$ cat src/logic/lcsr_pkg.sv
// Constants shared by the command/status register set and its setup sequencer
`default_nettype none
package lcsr_pkg;
  // Host port byte offsets in short I/O space
  localparam logic [11:0] OFS_BOARD_CTRL   = 12'h000;
  localparam logic [11:0] OFS_DATA_WINDOW  = 12'h004;
  localparam logic [11:0] OFS_SELECT_PORT  = 12'h006;
  // Register select codes
  localparam logic [1:0]  SEL_MAIN         = 2'h0;
  localparam logic [1:0]  SEL_PTR_LOW      = 2'h1;
  localparam logic [1:0]  SEL_PTR_HIGH     = 2'h2;
  localparam logic [1:0]  SEL_BUS_CFG      = 2'h3;
  // command_status_main bit positions
  localparam int          B_ERR_SUMMARY    = 15;
  localparam int          B_BABBLE         = 14;
  localparam int          B_MISSED         = 12;
  localparam int          B_MEM_FAULT      = 11;
  localparam int          B_RX_DONE        = 10;
  localparam int          B_TX_DONE        = 9;
  localparam int          B_SETUP_DONE     = 8;
  localparam int          B_INT_SUMMARY    = 7;
  localparam int          B_INT_ENABLE     = 6;
  localparam int          B_RX_ACTIVE      = 5;
  localparam int          B_TX_ACTIVE      = 4;
  localparam int          B_TX_POLL        = 3;
  localparam int          B_HALT           = 2;
  localparam int          B_START          = 1;
  localparam int          B_SETUP_REQ      = 0;
  // Sticky flag vector order: babble, missed, mem fault, rx done, tx done, setup done
  localparam int          NUM_FLAGS        = 6;
  localparam int          F_BABBLE         = 5;
  localparam int          F_MISSED         = 4;
  localparam int          F_MEM_FAULT      = 3;
  localparam int          F_RX_DONE        = 2;
  localparam int          F_TX_DONE        = 1;
  localparam int          F_SETUP_DONE     = 0;
  // board_control_register fields
  localparam int          BC_LEVEL_MSB     = 2;
  localparam int          BC_GATE_N        = 4;
  localparam int          BC_HARD_RESET    = 6;
  localparam logic [2:0]  IRQ_LEVEL_NONE   = 3'h7;
  localparam logic [2:0]  BC_LEVEL_RESET   = 3'h7;
  // bus_master_config fields
  localparam int          CFG_WIDTH        = 3;
  // Setup block layout, word indices
  localparam int          SETUP_WORDS      = 12;
  localparam logic [3:0]  W_MODE           = 4'h0;
  localparam logic [3:0]  W_LAST           = 4'hb;
  localparam int          W_NODE           = 1;
  localparam int          W_FILTER         = 4;
  localparam int          W_RX_RING        = 8;
  localparam int          W_TX_RING        = 10;
  // Mode word bits
  localparam int          M_ACCEPT_ALL     = 15;
  localparam int          M_INTERNAL_ECHO  = 6;
  localparam int          M_LOOPBACK       = 2;
  localparam int          M_TX_DISABLE     = 1;
  localparam int          M_RX_DISABLE     = 0;
  // Sequencer states
  typedef enum logic [2:0] {
    ST_IDLE  = 3'b001,
    ST_FETCH = 3'b010,
    ST_DONE  = 3'b100
  } lcsr_state_e;
endpackage : lcsr_pkg
`default_nettype wire

$ cat src/logic/lcsr_top.sv
// Command/status registers, interrupt gating and setup-block sequencer
`default_nettype none
module lcsr_top (
  input  wire logic        CLK,
  input  wire logic        RESET_N,
  input  wire logic        SYSRESET_N,
  input  wire logic        HOST_CS,
  input  wire logic        HOST_WE,
  input  wire logic [11:0] HOST_ADDR,
  input  wire logic [15:0] HOST_WDATA,
  output logic      [15:0] HOST_RDATA,
  output logic             MEM_REQ,
  output logic      [23:0] MEM_ADDR,
  input  wire logic        MEM_ACK,
  input  wire logic [15:0] MEM_RDATA,
  input  wire logic        BABBLE_EV,
  input  wire logic        MISSED_EV,
  input  wire logic        MEM_FAULT_EV,
  input  wire logic        RX_DONE_EV,
  input  wire logic        TX_DONE_EV,
  input  wire logic        FIFO_UNDERFLOW_EV,
  input  wire logic        BUFFER_ERROR_EV,
  input  wire logic        TX_POLL_TAKEN,
  output logic             TX_POLL_NOW,
  output logic             VME_IRQ,
  output logic      [2:0]  VME_IRQ_LEVEL,
  output logic             HALTED,
  output logic             RX_ACTIVE,
  output logic             TX_ACTIVE,
  output logic      [47:0] NODE_ADDRESS,
  output logic      [63:0] MULTICAST_FILTER,
  output logic      [23:0] RX_RING_BASE,
  output logic      [2:0]  RX_RING_SIZE,
  output logic      [23:0] TX_RING_BASE,
  output logic      [2:0]  TX_RING_SIZE,
  output logic             ACCEPT_ALL,
  output logic             LOOPBACK,
  output logic             INTERNAL_ECHO
);

  ////////////////////////////////////////////////////////////////////////////
  // System reset pin: three stages, level moves only when stages 2 and 3 agree
  logic       sys_q1;
  logic       sys_q2;
  logic       sys_q3;
  logic       sys_reset_lvl;
  always_ff @(posedge CLK or negedge RESET_N) begin
    if (!RESET_N) begin
      sys_q1 <= 1'b1;
      sys_q2 <= 1'b1;
      sys_q3 <= 1'b1;
      sys_reset_lvl <= 1'b0;
    end else begin
      sys_q1 <= SYSRESET_N;
      sys_q2 <= sys_q1;
      sys_q3 <= sys_q2;
      if (sys_q2 == sys_q3) begin
        sys_reset_lvl <= ~sys_q3;
      end
    end
  end

  ////////////////////////////////////////////////////////////////////////////
  // Host decode
  localparam int NUM_FLAGS = lcsr_pkg::NUM_FLAGS;
  logic [1:0]  reg_select;
  logic [2:0]  irq_level;
  logic        irq_gate_n;
  logic        halt;
  logic        start;
  logic        setup_req;
  logic        int_enable;
  logic        tx_poll_now;
  logic        rx_active;
  logic        tx_active;
  logic [NUM_FLAGS-1:0] flags;
  logic [15:0] ptr_low;
  logic [7:0]  ptr_high;
  logic [lcsr_pkg::CFG_WIDTH-1:0] bus_cfg;
  logic [15:0] setup_mem [lcsr_pkg::SETUP_WORDS];
  logic [3:0]  word_idx;
  lcsr_pkg::lcsr_state_e state;

  wire host_wr    = HOST_CS & HOST_WE;
  wire wr_bctrl   = host_wr & (HOST_ADDR == lcsr_pkg::OFS_BOARD_CTRL);
  wire wr_select  = host_wr & (HOST_ADDR == lcsr_pkg::OFS_SELECT_PORT);
  wire wr_window  = host_wr & (HOST_ADDR == lcsr_pkg::OFS_DATA_WINDOW);
  wire wr_main    = wr_window & (reg_select == lcsr_pkg::SEL_MAIN);
  // pointer and config writes drop unless halted
  wire wr_ptr_low = wr_window & halt & (reg_select == lcsr_pkg::SEL_PTR_LOW);
  wire wr_ptr_hi  = wr_window & halt & (reg_select == lcsr_pkg::SEL_PTR_HIGH);
  wire wr_cfg     = wr_window & halt & (reg_select == lcsr_pkg::SEL_BUS_CFG);

  wire hard_reset_evt = wr_bctrl & HOST_WDATA[lcsr_pkg::BC_HARD_RESET];
  wire board_reset    = hard_reset_evt | sys_reset_lvl;
  // halt in the same write masks start and setup
  wire halt_wr   = wr_main & HOST_WDATA[lcsr_pkg::B_HALT];
  wire start_wr  = wr_main & HOST_WDATA[lcsr_pkg::B_START] & ~HOST_WDATA[lcsr_pkg::B_HALT];
  wire setup_wr  = wr_main & HOST_WDATA[lcsr_pkg::B_SETUP_REQ] & ~HOST_WDATA[lcsr_pkg::B_HALT];
  // halt clears commands, flags, sequencer and pointers; setup words and board control are kept
  wire halt_evt  = halt_wr | board_reset;

  ////////////////////////////////////////////////////////////////////////////
  // Setup sequencer
  wire [15:0] mode_word   = setup_mem[lcsr_pkg::W_MODE];
  wire        fetch_beat  = (state == lcsr_pkg::ST_FETCH) & MEM_ACK;
  // done only after the last of the twelve words lands
  wire        setup_cmpl  = fetch_beat & (word_idx == lcsr_pkg::W_LAST);
  wire [23:0] setup_base  = {ptr_high, ptr_low[15:1], 1'b0};

  lcsr_pkg::lcsr_state_e next_state;
  always_comb begin
    next_state = state;
    unique case (state)
      lcsr_pkg::ST_IDLE: begin
        if (setup_wr) begin
          next_state = lcsr_pkg::ST_FETCH;
        end
      end
      lcsr_pkg::ST_FETCH: begin
        if (setup_cmpl) begin
          next_state = lcsr_pkg::ST_DONE;
        end
      end
      lcsr_pkg::ST_DONE: begin
        next_state = lcsr_pkg::ST_IDLE;
      end
      default: next_state = lcsr_pkg::ST_IDLE;
    endcase
    if (halt_evt) begin
      next_state = lcsr_pkg::ST_IDLE;
    end
  end

  always_ff @(posedge CLK or negedge RESET_N) begin
    if (!RESET_N) begin
      state    <= lcsr_pkg::ST_IDLE;
      word_idx <= 4'h0;
    end else begin
      state <= next_state;
      if (next_state != lcsr_pkg::ST_FETCH) begin
        word_idx <= 4'h0;
      end else if (fetch_beat) begin
        word_idx <= word_idx + 4'h1;
      end
    end
  end

  // word address walks the block two bytes per word
  assign MEM_REQ  = (state == lcsr_pkg::ST_FETCH);
  assign MEM_ADDR = setup_base + {19'h0, word_idx, 1'b0};

  // Setup words survive halt so stale parameters stay visible to the engine
  always_ff @(posedge CLK or negedge RESET_N) begin
    if (!RESET_N) begin
      for (int i = 0; i < lcsr_pkg::SETUP_WORDS; i++) begin
        setup_mem[i] <= 16'h0;
      end
    end else if (fetch_beat) begin
      setup_mem[word_idx] <= MEM_RDATA;
    end
  end

  ////////////////////////////////////////////////////////////////////////////
  // Command bits
  wire start_go = (start_wr & ~setup_wr & (state == lcsr_pkg::ST_IDLE))
                | (setup_cmpl & (start | start_wr));
  wire rx_off   = halt_evt | MEM_FAULT_EV
                | (setup_cmpl & mode_word[lcsr_pkg::M_RX_DISABLE]);
  wire tx_off   = halt_evt | MEM_FAULT_EV | FIFO_UNDERFLOW_EV | BUFFER_ERROR_EV
                | (setup_cmpl & mode_word[lcsr_pkg::M_TX_DISABLE]);

  // halt set by one, cleared by start or setup
  wire next_halt = halt_evt ? 1'b1 : ((start_wr | setup_wr) ? 1'b0 : halt);
  // start and setup are write-one-to-set, cleared by halt
  wire next_start     = halt_evt ? 1'b0 : (start_wr | start);
  wire next_setup_req = halt_evt ? 1'b0 : (setup_wr | setup_req);
  wire next_rx_active = rx_off ? 1'b0
                      : ((start_go & ~mode_word[lcsr_pkg::M_RX_DISABLE]) | rx_active);
  wire next_tx_active = tx_off ? 1'b0
                      : ((start_go & ~mode_word[lcsr_pkg::M_TX_DISABLE]) | tx_active);
  // demand wins over the consumer's acknowledge
  wire poll_wr        = wr_main & HOST_WDATA[lcsr_pkg::B_TX_POLL] & ~halt;
  wire next_tx_poll   = halt_evt ? 1'b0 : (poll_wr | (tx_poll_now & ~TX_POLL_TAKEN));
  // interrupt enable read/write, cleared by halt
  wire next_int_en    = halt_evt ? 1'b0
                      : (wr_main ? HOST_WDATA[lcsr_pkg::B_INT_ENABLE] : int_enable);

  always_ff @(posedge CLK or negedge RESET_N) begin
    if (!RESET_N) begin
      halt        <= 1'b1;
      start       <= 1'b0;
      setup_req   <= 1'b0;
      rx_active   <= 1'b0;
      tx_active   <= 1'b0;
      tx_poll_now <= 1'b0;
      int_enable  <= 1'b0;
    end else begin
      halt        <= next_halt;
      start       <= next_start;
      setup_req   <= next_setup_req;
      rx_active   <= next_rx_active;
      tx_active   <= next_tx_active;
      tx_poll_now <= next_tx_poll;
      int_enable  <= next_int_en;
    end
  end

  ////////////////////////////////////////////////////////////////////////////
  // Sticky event flags, set beats host clear in the same cycle
  wire [NUM_FLAGS-1:0] flag_set = {BABBLE_EV, MISSED_EV, MEM_FAULT_EV,
                                   RX_DONE_EV, TX_DONE_EV, setup_cmpl};
  wire [NUM_FLAGS-1:0] flag_clr = {NUM_FLAGS{wr_main}} & {
                                   HOST_WDATA[lcsr_pkg::B_BABBLE],
                                   HOST_WDATA[lcsr_pkg::B_MISSED],
                                   HOST_WDATA[lcsr_pkg::B_MEM_FAULT],
                                   HOST_WDATA[lcsr_pkg::B_RX_DONE],
                                   HOST_WDATA[lcsr_pkg::B_TX_DONE],
                                   HOST_WDATA[lcsr_pkg::B_SETUP_DONE]};
  // write-one-to-clear, halt clears; setup done via flag_set
  wire [NUM_FLAGS-1:0] next_flags = halt_evt ? {NUM_FLAGS{1'b0}}
                                  : (flag_set | (flags & ~flag_clr));
  always_ff @(posedge CLK or negedge RESET_N) begin
    if (!RESET_N) begin
      flags <= {NUM_FLAGS{1'b0}};
    end else begin
      flags <= next_flags;
    end
  end

  // summary is a pure OR, no storage
  wire int_summary = |flags;
  wire err_summary = flags[lcsr_pkg::F_BABBLE] | flags[lcsr_pkg::F_MISSED]
                   | flags[lcsr_pkg::F_MEM_FAULT];

  ////////////////////////////////////////////////////////////////////////////
  // Board control and interrupt gating
  // all three conditions must hold
  wire irq_cond  = int_summary & int_enable & (irq_level != lcsr_pkg::IRQ_LEVEL_NONE);
  wire irq_raise = irq_cond & ~irq_gate_n & ~VME_IRQ;

  always_ff @(posedge CLK or negedge RESET_N) begin
    if (!RESET_N) begin
      reg_select <= lcsr_pkg::SEL_MAIN;
      irq_level  <= lcsr_pkg::BC_LEVEL_RESET;
      irq_gate_n <= 1'b1;
      VME_IRQ    <= 1'b0;
    end else begin
      if (board_reset) begin
        reg_select <= lcsr_pkg::SEL_MAIN;
      end else if (wr_select) begin
        reg_select <= HOST_WDATA[1:0];
      end
      if (wr_bctrl) begin
        irq_level <= HOST_WDATA[lcsr_pkg::BC_LEVEL_MSB:0];
      end
      // gate closes on raise, overriding a host reopen that cycle
      if (irq_raise) begin
        irq_gate_n <= 1'b1;
      // host reopens the gate by writing zero
      end else if (wr_bctrl) begin
        irq_gate_n <= HOST_WDATA[lcsr_pkg::BC_GATE_N];
      end
      // Request holds until its cause goes away
      VME_IRQ <= irq_raise | (VME_IRQ & irq_cond);
    end
  end

  ////////////////////////////////////////////////////////////////////////////
  // Pointer and bus configuration registers
  always_ff @(posedge CLK or negedge RESET_N) begin
    if (!RESET_N) begin
      ptr_low  <= 16'h0;
      ptr_high <= 8'h0;
      bus_cfg  <= '0;
    end else begin
      // contents lost whenever halt is set
      if (halt_evt) begin
        ptr_low  <= 16'h0;
        ptr_high <= 8'h0;
        bus_cfg  <= '0;
      end else begin
        // low bit 0 and high bits 15..8 are reserved as zero
        if (wr_ptr_low) begin
          ptr_low <= {HOST_WDATA[15:1], 1'b0};
        end
        if (wr_ptr_hi) begin
          ptr_high <= HOST_WDATA[7:0];
        end
        // only the three defined bits are kept
        if (wr_cfg) begin
          bus_cfg <= HOST_WDATA[lcsr_pkg::CFG_WIDTH-1:0];
        end
      end
    end
  end

  ////////////////////////////////////////////////////////////////////////////
  // Read path
  wire [15:0] main_word = {err_summary, flags[lcsr_pkg::F_BABBLE], 1'b0,
                           flags[lcsr_pkg::F_MISSED], flags[lcsr_pkg::F_MEM_FAULT],
                           flags[lcsr_pkg::F_RX_DONE], flags[lcsr_pkg::F_TX_DONE],
                           flags[lcsr_pkg::F_SETUP_DONE], int_summary, int_enable,
                           rx_active, tx_active, tx_poll_now, halt, start, setup_req};
  // select code picks the register behind the window
  wire [15:0] window_word = (reg_select == lcsr_pkg::SEL_MAIN)     ? main_word
                          : (reg_select == lcsr_pkg::SEL_PTR_LOW)  ? ptr_low
                          : (reg_select == lcsr_pkg::SEL_PTR_HIGH) ? {8'h0, ptr_high}
                          : {13'h0, bus_cfg};
  wire        window_ok   = (reg_select == lcsr_pkg::SEL_MAIN) | halt;
  wire [15:0] bctrl_word  = {11'h0, irq_gate_n, 1'b0, irq_level};
  wire [15:0] rd_mux = (HOST_ADDR == lcsr_pkg::OFS_DATA_WINDOW) ? (window_ok ? window_word : 16'h0)
                     : (HOST_ADDR == lcsr_pkg::OFS_SELECT_PORT) ? {14'h0, reg_select}
                     : (HOST_ADDR == lcsr_pkg::OFS_BOARD_CTRL)  ? bctrl_word
                     : 16'h0;

  always_ff @(posedge CLK or negedge RESET_N) begin
    if (!RESET_N) begin
      HOST_RDATA <= 16'h0;
    end else if (HOST_CS & ~HOST_WE) begin
      HOST_RDATA <= rd_mux;
    end
  end

  ////////////////////////////////////////////////////////////////////////////
  // Parameters handed to the frame engine
  assign TX_POLL_NOW      = tx_poll_now;
  assign VME_IRQ_LEVEL    = irq_level;
  assign HALTED           = halt;
  assign RX_ACTIVE        = rx_active;
  assign TX_ACTIVE        = tx_active;
  assign NODE_ADDRESS     = {setup_mem[lcsr_pkg::W_NODE+2], setup_mem[lcsr_pkg::W_NODE+1],
                             setup_mem[lcsr_pkg::W_NODE]};
  assign MULTICAST_FILTER = {setup_mem[lcsr_pkg::W_FILTER+3], setup_mem[lcsr_pkg::W_FILTER+2],
                             setup_mem[lcsr_pkg::W_FILTER+1], setup_mem[lcsr_pkg::W_FILTER]};
  assign RX_RING_BASE = {setup_mem[lcsr_pkg::W_RX_RING+1][7:0], setup_mem[lcsr_pkg::W_RX_RING]};
  assign RX_RING_SIZE     = setup_mem[lcsr_pkg::W_RX_RING+1][15:13];
  assign TX_RING_BASE = {setup_mem[lcsr_pkg::W_TX_RING+1][7:0], setup_mem[lcsr_pkg::W_TX_RING]};
  assign TX_RING_SIZE     = setup_mem[lcsr_pkg::W_TX_RING+1][15:13];
  assign ACCEPT_ALL       = mode_word[lcsr_pkg::M_ACCEPT_ALL];
  // echo choice only meaningful with loopback on
  assign LOOPBACK         = mode_word[lcsr_pkg::M_LOOPBACK];
  assign INTERNAL_ECHO    = mode_word[lcsr_pkg::M_LOOPBACK] & mode_word[lcsr_pkg::M_INTERNAL_ECHO];

endmodule // lcsr_top
`default_nettype wire

$ cat config.mk
export PLATFORM = sky130hd
export DESIGN_NAME = lcsr_top
export DESIGN_NICKNAME = d
export VERILOG_FILES = /design/src/logic/lcsr_pkg.sv /design/src/logic/lcsr_top.sv
export SDC_FILE = /design/constraint.sdc
export NUM_CORES = 1
export LEC_CHECK = 0
export ABC_AREA = 1
export BUFFER_PORTS_ARGS = -buffer_cell sky130_fd_sc_hd__clkbuf_2
export CORE_MARGIN = 2
export CORE_UTILIZATION = 50
export CTS_CLUSTER_DIAMETER = 40
export CTS_CLUSTER_SIZE = 25
export DETAILED_ROUTE_END_ITERATION = 8
export GPL_ROUTABILITY_DRIVEN = 0
export PLACE_DENSITY_LB_ADDON = 0.12
export SKIP_LAST_GASP = 1
export SLEW_MARGIN = 15
export SYNTH_ARGS = -nofsm -noshare
export SYNTH_HDL_FRONTEND = slang
export SYNTH_SLANG_ARGS = --single-unit
$ cat constraint.sdc
create_clock -name CLK -period 3 [get_ports CLK]
set_clock_uncertainty 0.2 [all_clocks]
set_input_delay 0.6 -clock CLK [delete_from_list [all_inputs] [get_ports CLK]]
set_output_delay 0.6 -clock CLK [all_outputs]
set_load 0.02 [all_outputs]
==> impl_metrics.toml <==
[status]
run_status = "finished with violations"
failed_checks = "negative setup slack"

[timing]
fin_crit_ps = 3410
finalHoldViolCount = 0
finalSetupTns_ps = -4265
worst-slew-pin-transition_ps = 770.7
fmax_ghz = 0.2933
timing.max_slew.rel_slack = 0.4819
slew_viol_final = 0
setup_repair_after_global_routing_missed_its_margin = "true"
setup_viol = 17
setup_slack_ps = -409.9
timing.final.crit_share = 1.137

[worst_setup_path]
worst-endpoint-arrival_ps = 2610
crit_cells = 11
setup.worst_path.class = "flip-flop to output port"
critical_path.cell_chain = "ha_2, inv_2, fa_2, o21ai_4, nand2_2, nor3_4, nand2_2, nor2_4, nand2_1, xor2_1, clkbuf_4"
setup.worst_path.start = "word_idx[0]"
cp_slowest_stage_delay_ps = 370
critPathTopFamily = "simple AND/OR/NAND/NOR gates"
reg2reg_to = "HOST_RDATA[2]"
timing.critical_path.fanout_max = 2
critical_path.n_buffers_inverters = 2
ff2ff_path_depth = 6
timing.rr.start = "reg_select[1]"
crit_path_end = "MEM_ADDR[21]"
crit_path_top_delay_cell = "dfrtp_1"
critPathRequiredTime_ps = 2200
setup.worst_path.end_class = "output port"
reg2reg_setup_slack_ps = 550
worst_setup_path_start_kind = "flip-flop"
cpMostUsedCell = "nand2_2"

[final_layout]
layout.filler_cells = 1691
drive_above_1_share = 0.3069
num_antenna_cells = 0
final_core_utilization = 0.6623
syn2layout_area_growth_pct = 30.20
multiInputGateArea_um2 = 3717
final_net_count = 1470
register_area_um2 = 6121

[die]
placeableCoreArea_um2 = 20230
initial_utilization = 0.5087
io_pins = 276
die_area_um2 = 21750
die_height_um = 147.5
fp.dieW_um = 147.5
floorplan.rows = 52

[clock_network]
clock_sinks = 244
cts_buffer_depth = 3
clock_latency_ps = 530
worst_setup_hold_path_clk_slew_ps = 60
cts_root_buffer = "clkbuf_16"
cts.htree.levels = 1
tritoncts.num_buffers = 31
cts_tree = "yes"

[logic_synthesis]
netlist.area_leader.share = 0.5714
synth-async-reset-ratio = 1.000
synth.distinct_cells = 45
synthTopCellsByArea = "dfrtp_1 (57%), o21ai_0 (9.7%), nand2_1 (9.4%)"
synth_area_leader_cell = "dfrtp_1"
yosys_register_bits = 244
mappedNetlistArea_um2 = 10290
number_of_nets_in_the_synthesized_netlist = 1173
ys_seq_area_frac = 0.5943
synth-main-ff-cell = "dfrtp_1"
yosys.cell_count.top_type = "nand2_1"
yosysWarningCount = 0
syn-instance-count = 1106
number_of_enable_flip_flop_cells_after_synthesis = 0
ys_top_cells_by_count = "nand2_1 (258), dfrtp_1 (235), o21ai_0 (200)"
post_synth.cell_area_avg_um2 = 9.306

[drt]
detail_route.vias_per_cell = 5.263
drc_viols = 0
num_vias = 8932
final_routed_wirelength_across_all_metal_layers_mm = 30.49
antenna_violating_nets_post_route = 0
initialDrtViolationCount = 692
detail_route.wl_per_cell_um = 17.97
drt-pass1-iter-count = 5

[global_routing]
globalRouteTotalUtil = 0.2765
grt_max_degree = 86
first_pass_grt_wire_length_mm = 47.27
number_of_antenna_violations_at_the_first_check_in_global_routing = 0
overflow = 0
grt_pass1_vias = 8483

[placed_design]
io_buffer_count = 274
dp.final_hpwl_mm = 21.19

[pwr]
power_leakage_nw = 6.848
max_vdd_drop_uv = 451.5
power_density_normalized_to_cell_area_nw_per_um2 = 559.4
design_power_total_mw = 7.496

[run]
max_cap_viol_count = 0

[worst_hold_path]
hold_path.class = "primary input to flip-flop"
==> per-stage QoR <==
stage | setup WS, ps | hold WS (ps) | std cells | area [µm²]
2_1_floorplan | 12.40 | 104.4 | 1106 | 10290
3_3_place_gp | 78.84 | 147.3 | 1620 | 11980
3_5_place_dp | 14.75 | 147.6 | 1620 | 11980
4_1_cts | -352.6 | 87.99 | 1691 | 13290
5_1_grt | -531.0 | 127.4 | 1697 | 13400
6_report | -409.9 | 104.7 | 1697 | 13400
==> tightest hold or removal path, stage by stage <==
cell and delay, ps:
clkbuf_2 80, nor2_1 30, nor2_1 80
==> placed cells by master (no fill, tap or decap), types with 6 or more instances in the layout <==
cell type  count
nand2_1      254
nor2_1        52
nand4_1       13
clkbuf_16     31
o22ai_1        7
a21oi_1       18
xor2_1        19
nand2_2        9
dfstp_2        9
inv_1         79
nand3_1       51
clkbuf_2     255
dfrtp_1      232
clkbuf_4       6
o21ai_1       20
buf_4         51
o21ai_0      199
inv_6          8
nor3_1        11
==> worst min-delay path by stage <==
| stage | end | start | cells past startpoint |
|---|---|---|---|
| after floorplan | HOST_RDATA[0] | RESET_N | 0 |
| after CTS | flags[1] | TX_DONE_EV | 3 |
| final | flags[1] | TX_DONE_EV | 3 |
| after detailed placement | sys_q2 | sys_q1 | 0 |
| after global placement | sys_q2 | sys_q1 | 0 |
| after global routing | flags[4] | MISSED_EV | 3 |
==> registers in the layout (all words and copies together), names as in the netlist, 2 cells and up <==
register          cells
NODE_ADDRESS         48
HOST_RDATA           16
ptr_high              8
ptr_low              15
mode_word             5
TX_RING_SIZE          3
VME_IRQ_LEVEL         3
RX_RING_SIZE          3
RX_RING_BASE         24
MULTICAST_FILTER     64
bus_cfg               3
word_idx              4
TX_RING_BASE         24
state                 3
reg_select            2
flags                 6
==> area by class of cell <==
cell class | count | area share
clock buffer | 34 | 0.05948
clock inverter | 23 | 0.02120
inverter | 85 | 0.02381
multi-input combinational | 720 | 0.2774
sequential | 244 | 0.4568
tap | 270 | 0.02521
timing repair buffer | 321 | 0.1361
==> per-layer routing <==
metal / global-route usage / routed length [µm] / part of all wire / vias up
li1: - / - / - / 4226
met3: 0.06574 / 2615 / 0.086 / 62
met2: 0.4488 / 14490 / 0.48 / 360
met1: 0.3708 / 12500 / 0.41 / 4284
met5: 0 / 0 / 0 / -
met4: 0.09087 / 884 / 0.029 / 0
==> power by group <==
part / leakage, nW / switching (mW) / internal (mW) / total, mW
Combinational: 2.96 / 0.241 / 0.0829 / 0.324
Clock: 0.529 / 1.53 / 2.32 / 3.85
Sequential: 3.36 / 0.0129 / 3.31 / 3.33
Total: 6.85 / 1.78 / 5.71 / 7.50
==> logic make-up after synthesis <==
| group | synth area share |
|---|---|
| and+or+nand+nor | 0.1819 |
| other | 0.0003643 |
| xor gates and xnor gates | 0.01957 |
| buffers and inverters | 0.05604 |
| AOI/OAI and AO/OA | 0.1362 |
| DFF | 0.5943 |
| adders and majority gates | 0.01167 |
==> timing repair <==
item / in CTS / in global routing
hold endpoints to repair: 72 / 0
setup buffers: 14 / 6
hold buffers: 2 / 0
resized for setup: 36 / 27
setup endpoints to repair: 19 / 19
pin swaps: 9 / 3
No activity file was read; power rests on OpenSTA's default activity.
